**config.mk**
```make
export PLATFORM = sky130hd
export DESIGN_NAME = xs_pcs_dev_flat
export DESIGN_NICKNAME = d
export VERILOG_FILES = /design/src/xs_pkg.sv /design/src/xs_mgmt_if.sv /design/src/xs_pcs_dev.sv /design/src/flat_wrapper.sv
export VERILOG_INCLUDE_DIRS = /design/src
export SDC_FILE = /design/constraint.sdc
export NUM_CORES = 1
export LEC_CHECK = 0
export BUFFER_PORTS_ARGS = -buffer_cell sky130_fd_sc_hd__clkbuf_2
export CAP_MARGIN = 20
export CORE_AREA = 2 2 110 112
export DETAILED_ROUTE_END_ITERATION = 12
export DIE_AREA = 0 0 112 114
export GPL_ROUTABILITY_DRIVEN = 0
export GPL_TIMING_DRIVEN = 0
export PLACE_DENSITY = 0.65
export SLEW_MARGIN = 20
export SYNTH_ARGS = -nofsm -noshare
export SYNTH_HDL_FRONTEND = slang
export SYNTH_SLANG_ARGS = --single-unit
```
**constraint.sdc**
```tcl
create_clock -name i_core_clk -period 2.8 [get_ports i_core_clk]
set_clock_uncertainty 0.15 [all_clocks]
set_input_delay 0 -clock i_core_clk [delete_from_list [all_inputs] [get_ports i_core_clk]]
set_output_delay 0 -clock i_core_clk [all_outputs]
set_load 0.05 [all_outputs]
```
**src/xs_defs.svh**
```systemverilog
// constants shared by both ends of the standard switch
`ifndef XS_DEFS_SVH
`define XS_DEFS_SVH

// ----------------------------------------------------------------
// timing
// ----------------------------------------------------------------
`define XS_CLK_PERIOD_NS     10
`define XS_LINK_BASEX_NS     10000000
`define XS_LINK_SGMII_NS     1600000

// ----------------------------------------------------------------
// management register indices and fields
// ----------------------------------------------------------------
`define XS_REG_CTRL          5'h00
`define XS_REG_STAT          5'h01
`define XS_REG_ADV           5'h04
`define XS_REG_LP            5'h05
`define XS_REG_STDSEL        5'h11
`define XS_CTRL_RST_VAL      16'h1140
`define XS_CTRL_RESTART_BIT  9
`define XS_CTRL_AN_EN_BIT    12
`define XS_STAT_LINK_BIT     2
`define XS_STAT_DONE_BIT     5
`define XS_STAT_FIXED        16'h0108
`define XS_ADV_BASEX_RST     16'h0020
`define XS_ADV_SGMII         16'h0001
`define XS_LP_BASEX_MASK     16'hf1e0
`define XS_LP_SGMII_MASK     16'h9c01
`define XS_LP_SPEED_LO       10
`define XS_LP_DUPLEX_BIT     12
`define XS_LP_BASEX_FD_BIT   5
`define XS_STD_BIT           0
`define XS_SV_DONE_BIT       0
`define XS_SV_SPEED_LO       10
`define XS_SV_DUPLEX_BIT     12

// ----------------------------------------------------------------
// controller apb map and fields
// ----------------------------------------------------------------
`define XS_APB_CTRL          12'h000
`define XS_APB_CMD           12'h004
`define XS_APB_STAT          12'h008
`define XS_CMD_WE_BIT        24
`define XS_CMD_ADDR_LO       16
`define XS_CMD_DATA_LO       0
`define XS_CTRL_SEL_BIT      0
`define XS_CTRL_CRST_BIT     1
`define XS_STAT_BUSY_BIT     0
`define XS_STAT_DONE_BIT_H   1
`define XS_STAT_RDATA_LO     16

`endif

```
**src/xs_pkg.sv**
```systemverilog
// types shared by both ends of the standard switch
package xs_pkg;
  // operating standard of the pcs
  typedef enum logic {
    XS_STD_BASEX,
    XS_STD_SGMII
  } xs_std_e;

  // auto-negotiation sequence states
  typedef enum logic [1:0] {
    XS_AN_IDLE,
    XS_AN_ACQ,
    XS_AN_LINK,
    XS_AN_DONE
  } xs_an_state_e;

  typedef logic [15:0] xs_word_t;
endpackage

```
**src/xs_mgmt_if.sv**
```systemverilog
// management link between the switchable pcs and its controller
interface xs_mgmt_if;
  import xs_pkg::*;
  logic        std_sel;    // standard select level
  logic        core_rst;   // one-cycle core reset request
  logic        req;        // management request, held until ack
  logic        we;         // request is a write
  logic [4:0]  addr;       // register index
  xs_word_t    wdata;
  xs_word_t    rdata;
  logic        ack;        // one-cycle answer

  modport dev (input std_sel, core_rst, req, we, addr, wdata, output rdata, ack);
  modport ctl (output std_sel, core_rst, req, we, addr, wdata, input rdata, ack);
endinterface

```
**src/xs_pcs_dev.sv**
```systemverilog
// switchable 1000base-x / sgmii pcs control: standard, registers, auto-negotiation
//
// Overview of operation
// select low at reset gives 1000base-x
// select high at reset gives sgmii
// run-time select change needs core reset
// manager should switch via registers, not pin
// standard write accepted anytime, applies immediately
// registers 0-16 follow current standard layout
// negotiation behaves per selected standard
// running negotiation finishes at original standard
// standard write does not restart negotiation
// manager reprograms register 4 after basex switch
// manager restarts negotiation via bit 0.9
// run-time switching only with dynamic option
// attached mac must run full duplex
// link timer 1.6 ms sgmii, 10 ms basex
// sgmii partner word carries speed, duplex
// select sampled in reset, held until changed
// standard latched at each sequence start
//
// Added by the designer: the APB slave port and the address map.
`include "xs_defs.svh"

module xs_pcs_dev
  import xs_pkg::*;
#(
  parameter bit          DYN_SWITCH     = 1'b1,
  parameter int unsigned LINK_BASEX_CYC = `XS_LINK_BASEX_NS / `XS_CLK_PERIOD_NS,
  parameter int unsigned LINK_SGMII_CYC = `XS_LINK_SGMII_NS / `XS_CLK_PERIOD_NS
) (
  input  wire logic   i_core_clk,
  input  wire logic   i_rst_b,
  xs_mgmt_if.dev      mgmt,
  input  wire logic   i_lp_valid,
  input  xs_word_t    i_lp_word,
  output logic        o_std_sgmii,
  output logic        o_an_busy,
  output xs_word_t    o_status_vector
);

  localparam int unsigned TW = $clog2(LINK_BASEX_CYC + 1);

  // refuse timer counts that the shared counter cannot serve
  if (LINK_BASEX_CYC < 1 || LINK_SGMII_CYC < 1
      || LINK_SGMII_CYC > LINK_BASEX_CYC) begin : g_bad_cfg
    $error("xs_pcs_dev: link timer counts must be nonzero and sgmii not above basex");
  end

  // ----------------------------------------------------------------
  // register state
  // ----------------------------------------------------------------
  xs_std_e      std_q;
  logic         boot_q;
  xs_word_t     ctrl_q;
  xs_word_t     adv_q;
  xs_word_t     lp_q;
  logic         an_done_q;
  logic         ack_q;
  xs_word_t     rdata_q;
  xs_an_state_e an_q;
  xs_std_e      an_std_q;
  logic [TW-1:0] tmr_q;
  logic         wr_ctrl;
  logic         wr_adv;
  logic         wr_std;
  logic         restart;
  logic         take;
  logic [TW-1:0] tmr_lim;

  // a request is taken once; the ack pulse blocks a second take
  assign take    = mgmt.req && !ack_q;
  assign wr_ctrl = take && mgmt.we && mgmt.addr == `XS_REG_CTRL;
  assign wr_adv  = take && mgmt.we && mgmt.addr == `XS_REG_ADV;
  assign wr_std  = take && mgmt.we && mgmt.addr == `XS_REG_STDSEL;
  assign restart = wr_ctrl && mgmt.wdata[`XS_CTRL_RESTART_BIT];

  // ----------------------------------------------------------------
  // operating standard
  // ----------------------------------------------------------------
  // async reset can only load a constant, so the strap is caught on the
  // first edge after release and on every synchronous core reset cycle
  always_ff @(posedge i_core_clk or negedge i_rst_b) begin
    if (!i_rst_b) begin
      boot_q <= 1'b1;
    end else begin
      boot_q <= 1'b0;
    end
  end

  always_ff @(posedge i_core_clk or negedge i_rst_b) begin
    if (!i_rst_b) begin
      std_q <= XS_STD_BASEX;
    end else if (boot_q || mgmt.core_rst) begin
      std_q <= mgmt.std_sel ? XS_STD_SGMII : XS_STD_BASEX;  // see see see
    end else if (wr_std && DYN_SWITCH) begin
      // takes effect as the write completes; no restart here
      std_q <= mgmt.wdata[`XS_STD_BIT] ? XS_STD_SGMII : XS_STD_BASEX;  // see see
    end
  end

  // ----------------------------------------------------------------
  // writable management registers
  // ----------------------------------------------------------------
  // the restart bit is self-clearing, so it is never stored
  always_ff @(posedge i_core_clk or negedge i_rst_b) begin
    if (!i_rst_b) begin
      ctrl_q <= `XS_CTRL_RST_VAL;
    end else if (mgmt.core_rst) begin
      ctrl_q <= `XS_CTRL_RST_VAL;
    end else if (wr_ctrl) begin
      ctrl_q <= mgmt.wdata & ~(16'h0001 << `XS_CTRL_RESTART_BIT);
    end
  end

  always_ff @(posedge i_core_clk or negedge i_rst_b) begin
    if (!i_rst_b) begin
      adv_q <= `XS_ADV_BASEX_RST;
    end else if (mgmt.core_rst) begin
      adv_q <= `XS_ADV_BASEX_RST;
    end else if (wr_adv && std_q == XS_STD_BASEX) begin
      adv_q <= mgmt.wdata;  // sgmii advertisement is fixed, see
    end
  end

  // ----------------------------------------------------------------
  // management read path and answer
  // ----------------------------------------------------------------
  // layout of the advertisement and partner registers depends on the standard in force now
  always_ff @(posedge i_core_clk or negedge i_rst_b) begin
    if (!i_rst_b) begin
      rdata_q <= 16'h0000;
    end else if (take && !mgmt.we) begin
      unique case (mgmt.addr)
        `XS_REG_CTRL:   rdata_q <= ctrl_q;
        `XS_REG_STAT:   rdata_q <= `XS_STAT_FIXED
                                   | (16'(an_done_q) << `XS_STAT_DONE_BIT)
                                   | (16'(an_done_q) << `XS_STAT_LINK_BIT);
        `XS_REG_ADV:    rdata_q <= (std_q == XS_STD_SGMII) ? `XS_ADV_SGMII : adv_q;
        `XS_REG_LP:     rdata_q <= lp_q & ((std_q == XS_STD_SGMII) ? `XS_LP_SGMII_MASK
                                                                   : `XS_LP_BASEX_MASK);
        `XS_REG_STDSEL: rdata_q <= 16'(std_q == XS_STD_SGMII) << `XS_STD_BIT;
        default:        rdata_q <= 16'h0000;  // unmapped reads as zero
      endcase
    end
  end

  always_ff @(posedge i_core_clk or negedge i_rst_b) begin
    if (!i_rst_b) begin
      ack_q <= 1'b0;
    end else begin
      ack_q <= take;
    end
  end

  assign mgmt.ack   = ack_q;
  assign mgmt.rdata = rdata_q;

  // ----------------------------------------------------------------
  // auto-negotiation sequence
  // ----------------------------------------------------------------
  // timer length follows the latched standard, not the live one
  assign tmr_lim = (an_std_q == XS_STD_SGMII) ? TW'(LINK_SGMII_CYC)
                                              : TW'(LINK_BASEX_CYC);  // see

  always_ff @(posedge i_core_clk or negedge i_rst_b) begin
    if (!i_rst_b) begin
      an_q     <= XS_AN_IDLE;
      an_std_q <= XS_STD_BASEX;
      tmr_q    <= '0;
    end else if (mgmt.core_rst || !ctrl_q[`XS_CTRL_AN_EN_BIT]) begin
      an_q  <= XS_AN_IDLE;
      tmr_q <= '0;
    end else if (restart) begin
      an_q     <= XS_AN_ACQ;
      an_std_q <= std_q;
      tmr_q    <= '0;
    end else begin
      unique case (an_q)
        XS_AN_IDLE: begin
          // a fresh start after reset or enable, never after a standard write
          if (!boot_q && !an_done_q) begin
            an_q     <= XS_AN_ACQ;
            an_std_q <= std_q;
          end
        end
        XS_AN_ACQ: begin
          if (i_lp_valid) begin
            an_q  <= XS_AN_LINK;
            tmr_q <= '0;
          end
        end
        XS_AN_LINK: begin
          // a standard change here is ignored until the sequence ends
          if (!i_lp_valid) begin
            an_q <= XS_AN_ACQ;
          end else if (tmr_q == tmr_lim - TW'(1)) begin
            an_q <= XS_AN_DONE;
          end else begin
            tmr_q <= tmr_q + TW'(1);
          end
        end
        XS_AN_DONE: begin
          an_q <= XS_AN_DONE;
        end
      endcase
    end
  end

  // partner word captured at the end of the link timer
  always_ff @(posedge i_core_clk or negedge i_rst_b) begin
    if (!i_rst_b) begin
      lp_q      <= 16'h0000;
      an_done_q <= 1'b0;
    end else if (mgmt.core_rst || restart || !ctrl_q[`XS_CTRL_AN_EN_BIT]) begin
      an_done_q <= 1'b0;
    end else if (an_q == XS_AN_LINK && i_lp_valid && tmr_q == tmr_lim - TW'(1)) begin
      lp_q      <= i_lp_word;
      an_done_q <= 1'b1;
    end
  end

  // ----------------------------------------------------------------
  // status outputs
  // ----------------------------------------------------------------
  // sgmii reports partner speed and duplex; basex only its duplex ability
  always_ff @(posedge i_core_clk or negedge i_rst_b) begin
    if (!i_rst_b) begin
      o_status_vector <= 16'h0000;
      o_std_sgmii     <= 1'b0;
      o_an_busy       <= 1'b0;
    end else begin
      o_std_sgmii <= (std_q == XS_STD_SGMII);
      o_an_busy   <= (an_q == XS_AN_ACQ) || (an_q == XS_AN_LINK);
      o_status_vector <= 16'h0000;
      o_status_vector[`XS_SV_DONE_BIT] <= an_done_q;
      if (an_std_q == XS_STD_SGMII) begin
        o_status_vector[`XS_SV_SPEED_LO +: 2] <= lp_q[`XS_LP_SPEED_LO +: 2];
        o_status_vector[`XS_SV_DUPLEX_BIT]    <= lp_q[`XS_LP_DUPLEX_BIT];
      end else begin
        o_status_vector[`XS_SV_DUPLEX_BIT]    <= lp_q[`XS_LP_BASEX_FD_BIT];
      end
    end
  end

endmodule

```
**src/flat_wrapper.sv**
```systemverilog
// flat-port wrapper written by rule: the top's interface ports become plain ports
module xs_pcs_dev_flat import xs_pkg::*;
#(
  parameter bit          DYN_SWITCH     = 1'b1,
  parameter int unsigned LINK_BASEX_CYC = `XS_LINK_BASEX_NS / `XS_CLK_PERIOD_NS,
  parameter int unsigned LINK_SGMII_CYC = `XS_LINK_SGMII_NS / `XS_CLK_PERIOD_NS
)
  (i_core_clk, i_rst_b, i_lp_valid, i_lp_word, o_std_sgmii, o_an_busy, o_status_vector, mgmt_std_sel, mgmt_core_rst, mgmt_req, mgmt_we, mgmt_addr, mgmt_wdata, mgmt_rdata, mgmt_ack);
  xs_mgmt_if mgmt_i ();
  input  wire logic i_core_clk;
  input  wire logic i_rst_b;
  input  wire logic i_lp_valid;
  input  xs_word_t i_lp_word;
  output logic o_std_sgmii;
  output logic o_an_busy;
  output xs_word_t o_status_vector;
  input wire logic [$bits(mgmt_i.std_sel)-1:0] mgmt_std_sel;
  input wire logic [$bits(mgmt_i.core_rst)-1:0] mgmt_core_rst;
  input wire logic [$bits(mgmt_i.req)-1:0] mgmt_req;
  input wire logic [$bits(mgmt_i.we)-1:0] mgmt_we;
  input wire logic [$bits(mgmt_i.addr)-1:0] mgmt_addr;
  input wire logic [$bits(mgmt_i.wdata)-1:0] mgmt_wdata;
  output wire logic [$bits(mgmt_i.rdata)-1:0] mgmt_rdata;
  output wire logic [$bits(mgmt_i.ack)-1:0] mgmt_ack;
  assign mgmt_i.std_sel = mgmt_std_sel;
  assign mgmt_i.core_rst = mgmt_core_rst;
  assign mgmt_i.req = mgmt_req;
  assign mgmt_i.we = mgmt_we;
  assign mgmt_i.addr = mgmt_addr;
  assign mgmt_i.wdata = mgmt_wdata;
  assign mgmt_rdata = mgmt_i.rdata;
  assign mgmt_ack = mgmt_i.ack;
  xs_pcs_dev #(.DYN_SWITCH(DYN_SWITCH), .LINK_BASEX_CYC(LINK_BASEX_CYC), .LINK_SGMII_CYC(LINK_SGMII_CYC)) u_core (.i_core_clk(i_core_clk), .i_rst_b(i_rst_b), .mgmt(mgmt_i), .i_lp_valid(i_lp_valid), .i_lp_word(i_lp_word), .o_std_sgmii(o_std_sgmii), .o_an_busy(o_an_busy), .o_status_vector(o_status_vector));
endmodule
```
==> results of run 1 <==
timing repair:
action                                  CTS  global route
endpoints found under the setup margin    8            11
endpoints found under the hold margin   139             0
resized for setup                         1             3
hold buffers                             35             0
flip-flops by register name, indices dropped and copies added (netlist names):
register / count
u_core.ctrl_q: 15
u_core.adv_q: 16
u_core.o_status_vector: 4
u_core.tmr_q: 20
u_core.lp_q: 11
u_core.boot_q: 1
u_core.an_std_q: 1
u_core.mgmt.rdata: 16
u_core.an_q: 2
u_core.an_done_q: 1
u_core.mgmt.ack: 1
u_core.std_q: 1
u_core.o_an_busy: 1
u_core.o_std_sgmii: 1
how the worst max path moves through the flow:
| stage | slack (ns) | to | depth (start not counted) | from |
|---|---|---|---|---|
| 3_3_place_gp | 0.03 | u_core.tmr_q[12] | 9 | u_core.an_q[0] |
| 3_5_place_dp | -0.02 | u_core.tmr_q[12] | 9 | u_core.an_q[0] |
| 6_report | 0.15 | u_core.ctrl_q[8] | 8 | u_core.mgmt.ack |
| 5_1_grt | 0.04 | u_core.ctrl_q[8] | 8 | u_core.mgmt.ack |
| 2_1_floorplan | 0.41 | u_core.lp_q[0] | 8 | u_core.mgmt.ack |
| 4_1_cts | 0.03 | u_core.ctrl_q[8] | 8 | u_core.mgmt.ack |
worst reg2reg max path, delay by kind of cell (launching register included):
kind	cells	cell delay (ns)
flip-flops	1	0.38
AND/OR/NAND/NOR	4	0.48
buffers and inverters	4	1.58
stage by stage:
| step | instances | total power [mW] | setup TNS, ns | setup WS, ns | instance area (µm²) |
|---|---|---|---|---|---|
| finish | 748 | 3.29 | 0 | 0.147 | 5790 |
| floorplan | 489 | 1.82 | 0 | 0.411 | 4600 |
| detailed placement | 698 | 2.01 | -0.0794 | -0.0232 | 5130 |
| CTS | 749 | 3.31 | 0 | 0.0315 | 5790 |
| global placement | 697 | 1.99 | 0 | 0.0267 | 5090 |
| global route | 748 | 3.42 | 0 | 0.0446 | 5790 |
cells by family (layout without fill, tap and decap cells):
logic type                 count (synthesis)  after routing  share of synthesized area [%]
and+or+nand+nor                          182            182                           19.5
AOI/OAI and AO/OA                        129            129                           19.2
DFF                                       91             91                           50.1
buffers and inverters                     54            166                           6.07
muxes                                     15             15                           3.65
adders and majority gates                  5              5                           1.37
other                                      1             13                         0.0823
synth_stat cells (6+ instances only):
cell and n:
o21ai_0 16, a31oi_1 22, buf_4 12, a21oi_1 39, inv_1 12, nor2_1 22, nand3_1 11, and2_1 7
clkbuf_1 22, mux2_1 9, dfrtp_1 86, nand2_1 92, nand4_1 6, and3_1 10, nand2b_1 7
layer usage:
layer / global-route usage [%] / vias to the layer above
met1: 24.0 / 2017
li1: - / 1926
met2: 35.9 / 147
met3: 4.20 / 25
met4: 8.05 / 0
met5: 0 / -
where the power goes:
part	total [mW]	switching, mW	internal (mW)
Clock	1.26	0.554	0.709
Sequential	1.40	0.0421	1.36
Combinational	0.622	0.405	0.216
Total	3.29	1.00	2.29
final cells by class:
class | count | area [µm²]
flip-flops and latches | 91 | 2280
plain buffers | 41 | 230
repair buffers | 97 | 692
fillers | 1106 | 5920
multi-input cells | 344 | 2040
inverters | 12 | 45.0
clock buffers | 9 | 225
clock inverters | 7 | 85.1
well taps | 147 | 184
==> results.py, run 1 <==
metrics = {
    "cells_and_area": {
        "layout_commonest_cell": "nand2_1",
        "nNetsFinal": 645,
        "n_antenna_cell": 0,
        "drive_gt1_share_pct": 19.8,
        "fin_util_pct": 49.4,
        "area_growth_syn_to_layout_pct": 27.1,
        "final_cell_mix": "92 x nand2_1, 86 x dfrtp_1, 62 x clkbuf_2",
    },
    "die": {
        "initial_core_util_pct": 38.9,
        "pin_count": 79,
        "die-area_mm2": 0.0128,
        "die_h_um": 114,
        "rows": 40,
        "die_x_um": 112,
        "core_area_mm2": 0.0117,
    },
    "drt": {
        "num_vias": 4115,
        "wl_per_cell_um": 16.6,
        "via_per_inst": 5.50,
        "wl_met1_um": 5100,
        "route.met2.wl_um": 6400,
        "antenna_left": 0,
        "wl_met3_um": 670,
        "highest_layer": "met4",
        "detail_route.drc_violations": 0,
        "postRouteWirelength_um": 12400,
        "drt_iter0_drc": 297,
        "first_pass_iters": 5,
    },
    "global_route": {
        "first_global_vias": 4162,
        "grt_pass1_wl_um": 20400,
        "grt_use_total_pct": 20.2,
        "antenna_found_initial": 0,
        "grt_start_max_net_pins": 91,
        "overflow": 0,
    },
    "hold_path": {
        "hp-class": "in2reg",
        "holdPathEnd": "u_core.mgmt.rdata[3]",
        "hold_depth": 5,
        "hold_path.startpoint": "mgmt_addr[3]",
    },
    "critical_path": {
        "arrival_ns": 2.79,
        "crit_top_cell": "clkbuf_1",
        "critPathCaptureType": "flip-flop",
        "crit_family": "buffers and inverters",
        "critPathMaxFanout": 10,
        "critPathBufInv": 4,
        "rr_endpoint": "u_core.ctrl_q[8]",
        "slowest_delay_ns": 0.55,
        "required_ns": 2.94,
        "reg2reg_depth": 8,
        "crit_path_start_kind": "flip-flop",
        "cp_slowest_cell": "dlygate4sd3_1",
        "path_cells": "nor2b_1, clkbuf_1, and3_1, clkbuf_1, clkbuf_2, nand2_1, nand3b_1, dlygate4sd3_1",
        "regToRegStartpoint": "u_core.mgmt.ack",
        "critical_path_class": "reg2reg",
        "rrSetupSlack_ns": 0.15,
    },
    "timing": {
        "hold_ws_ns": 0.0137,
        "fin_crit_ns": 2.65,
        "clock.fmax_mhz": 377,
        "maxSlewHeadroom_pct": 54.2,
        "finalMaxSlewViolations": 0,
        "grt_setup_unrepaired": "no",
        "min_period_over_period_pct": 94.7,
        "worst_pin_slew_ns": 0.687,
        "setup_violations": 0,
        "finalHoldViolCount": 0,
    },
    "clocking": {
        "clkTransAtPathRegs_ns": 0.07,
        "cts_tree": "yes",
        "clkLatencyLatePin_ns": 0.34,
        "clkSinkCount": 91,
        "numCtsBuffers": 9,
        "clockBufferDepth": 2,
        "post-cts-setup-buffers": 0,
        "root_buffer": "clkbuf_16",
        "h-tree-depth": 3,
    },
    "synthesis": {
        "synth-edff-count": 0,
        "synth_ff_type": "dfrtp_1",
        "synthArstFlopShare_pct": 100,
        "ys_warn_count": 0,
        "seq_area_frac_synth_pct": 50.1,
        "synth_cell_types": 59,
        "post_synth_instance_area_mm2": 0.00456,
        "synth-seq-cells": 91,
        "yosys-top-cells-area": "dfrtp_1 47%, nand2_1 7.6%, a21oi_1 4.3%",
        "netlist_instances": 477,
        "yosysTopAreaCellShare_pct": 47.2,
        "syn_avg_cell_area_um2": 9.55,
        "yosysTopAreaCell": "dfrtp_1",
    },
    "power_and_ir_drop": {
        "ir_drop_v": 0.000440,
        "power_density_mw_per_mm2": 568,
        "power_leakage_nw": 2.59,
    },
    "place": {
        "io_buffers": 61,
        "hpwl_um": 8420,
    },
    "status": {
        "status": "finished clean",
    },
    "job": {
        "maxCapViolations": 0,
    },
}
Power figures use the tool's default switching activity.
==> inputs of run 2 (changes only) <==
--- a/config.mk
+++ b/config.mk
@@ -13,6 +13,7 @@
 export DIE_AREA = 0 0 112 114
 export GPL_ROUTABILITY_DRIVEN = 0
 export GPL_TIMING_DRIVEN = 0
+export HOLD_SLACK_MARGIN = 0.08
 export PLACE_DENSITY = 0.65
 export SLEW_MARGIN = 20
 export SYNTH_ARGS = -nofsm -noshare
==> constraint.sdc (replaced) <==
create_clock -name i_core_clk -period 2.7 [get_ports i_core_clk]
set_clock_uncertainty 0.15 [all_clocks]
set_input_delay 0 -clock i_core_clk [delete_from_list [all_inputs] [get_ports i_core_clk]]
set_output_delay 0 -clock i_core_clk [all_outputs]
set_load 0.05 [all_outputs]
==> run 2 against run 1 <==
Count of clock-buffer cells in the layout stayed put; critical path depth fell by 2; first-iteration DRC count increased by 15%; worst hold slack better by 0.11 ns; total power increased by 4.0%; combinational power up 4.7%; critical path type unchanged; critical endpoint is now u_core.lp_q[13].
==> results.py, run 2 (synthesis results as in run 1) <==
metrics = {
    "global_route": {
        "antenna_found_initial": 0,
        "grt_use_total_pct": 20.4,
        "overflow": 0,
        "grt_start_max_net_pins": 91,
        "first_global_vias": 4191,
        "grt_pass1_wl_um": 20500,
    },
    "cells_and_area": {
        "final_cell_mix": "92 x nand2_1, 86 x dfrtp_1, 61 x clkbuf_2",
        "drive_gt1_share_pct": 19.5,
        "fillers": 1096,
        "final_area_mm2": 0.00583,
        "fin_util_pct": 49.8,
        "n_antenna_cell": 0,
        "largest_register_ffs": 20,
        "top_register": "u_core.tmr_q",
        "nNetsFinal": 649,
        "layout_commonest_cell": "nand2_1",
        "area_growth_syn_to_layout_pct": 28.0,
    },
    "clocking": {
        "clkSinkCount": 91,
        "clkLatencyLatePin_ns": 0.35,
        "post-cts-setup-buffers": 0,
        "cts_tree": "yes",
        "numCtsBuffers": 9,
        "h-tree-depth": 3,
        "clockBufferDepth": 2,
        "root_buffer": "clkbuf_16",
        "clkTransAtPathRegs_ns": 0.07,
    },
    "drt": {
        "antenna_left": 0,
        "detail_route.drc_violations": 0,
        "postRouteWirelength_um": 12500,
        "num_vias": 4135,
        "wl_per_cell_um": 16.7,
        "first_pass_iters": 5,
        "via_per_inst": 5.50,
        "drt_iter0_drc": 342,
    },
    "critical_path": {
        "critPathMaxFanout": 10,
        "critPathCaptureType": "flip-flop",
        "critical_path_class": "reg2reg",
        "required_ns": 2.78,
        "rrSetupSlack_ns": 0.20,
        "crit_path_start_kind": "flip-flop",
        "startpoint": "u_core.tmr_q[16]",
        "reg2reg_depth": 6,
        "arrival_ns": 2.57,
        "rr_endpoint": "u_core.lp_q[13]",
        "regToRegStartpoint": "u_core.tmr_q[16]",
    },
    "die": {
        "die_h_um": 114,
        "rows": 40,
        "core_area_mm2": 0.0117,
        "die-area_mm2": 0.0128,
        "initial_core_util_pct": 38.9,
        "die_x_um": 112,
        "pin_count": 79,
    },
    "place": {
        "hpwl_um": 8420,
        "place_area_mm2": 0.00513,
        "io_buffers": 61,
    },
    "power_and_ir_drop": {
        "power_density_mw_per_mm2": 586,
        "power_leakage_nw": 2.61,
        "ir_drop_v": 0.000457,
        "finalPower_mw": 3.42,
    },
    "timing": {
        "maxSlewHeadroom_pct": 56.2,
        "grt_setup_unrepaired": "no",
        "finalMaxSlewViolations": 0,
        "clock.fmax_mhz": 401,
        "min_period_over_period_pct": 92.5,
        "setup_violations": 0,
        "finalHoldViolCount": 0,
        "fin_crit_ns": 2.50,
        "worst_pin_slew_ns": 0.657,
    },
    "status": {
        "status": "finished clean",
    },
    "hold_path": {
        "hp-class": "in2async",
    },
    "job": {
        "maxCapViolations": 0,
    },
}
## run 2: changes by cell type in the layout (fill, tap and decap cells not counted), sizes merged
cell         before  now
clkbuf           91   90
dlygate4sd3      35   40
## run 2: how the worst max path moves through the flow
stage	cells after the start	to
floorplan	8	u_core.lp_q[0]
global placement	9	u_core.tmr_q[12]
detailed placement	9	u_core.tmr_q[12]
CTS	9	u_core.tmr_q[12]
global route	10	u_core.lp_q[13]
finish	6	u_core.lp_q[13]
## run 2: layout make-up
cell class / count / area (µm²) / share of cell area, %
multi-input cells: 344 / 2040 / 35.0
plain buffers: 40 / 225 / 3.86
clock inverters: 7 / 85.1 / 1.46
inverters: 12 / 45.0 / 0.772
repair buffers: 102 / 742 / 12.7
well taps: 147 / 184 / 3.15
flip-flops and latches: 91 / 2280 / 39.1
clock buffers: 9 / 225 / 3.86
## run 2: routing by layer
metal / track usage, % / vias to the layer above / wire, µm
li1: - / 1928 / -
met1: 24.1 / 2028 / 5150
met2: 36.2 / 151 / 6450
met3: 4.25 / 28 / 648
met4: 8.37 / 0 / 280
met5: 0 / - / 0
## run 2: where the power goes
| group | leakage (nW) | internal, mW | switching (mW) |
|---|---|---|---|
| Combinational | 1.23 | 0.230 | 0.421 |
| Clock | 0.146 | 0.736 | 0.579 |
| Sequential | 1.23 | 1.41 | 0.0440 |
## run 2: critical path, stage by stage, from the launching register on
cell and delay [ns]:
dfrtp_1 0.45, or4b_1 0.58, a211oi_2 0.30, nand3_2 0.16, nor3_4 0.19, buf_6 0.20, mux2_1 0.34
## run 2: per-stage QoR
stage / hold WS, ns / worst slack [ns] / TNS (ns) / instances
final: 0.126 / 0.204 / 0 / 752
after detailed placement: -0.341 / -0.123 / -0.921 / 698
after floorplan: -0.446 / 0.311 / 0 / 489
after CTS: 0.148 / 0.00607 / 0 / 754
after global routing: 0.179 / 0.00758 / 0 / 752
after global placement: 0.0677 / -0.0733 / -0.335 / 697
## run 2: timing repair
action | 4_1_cts | 5_1_grt
setup endpoints to repair | 10 | 15
gates resized for setup | 1 | 1
hold buffers | 40 | 0
hold endpoints to repair | 141 | 0
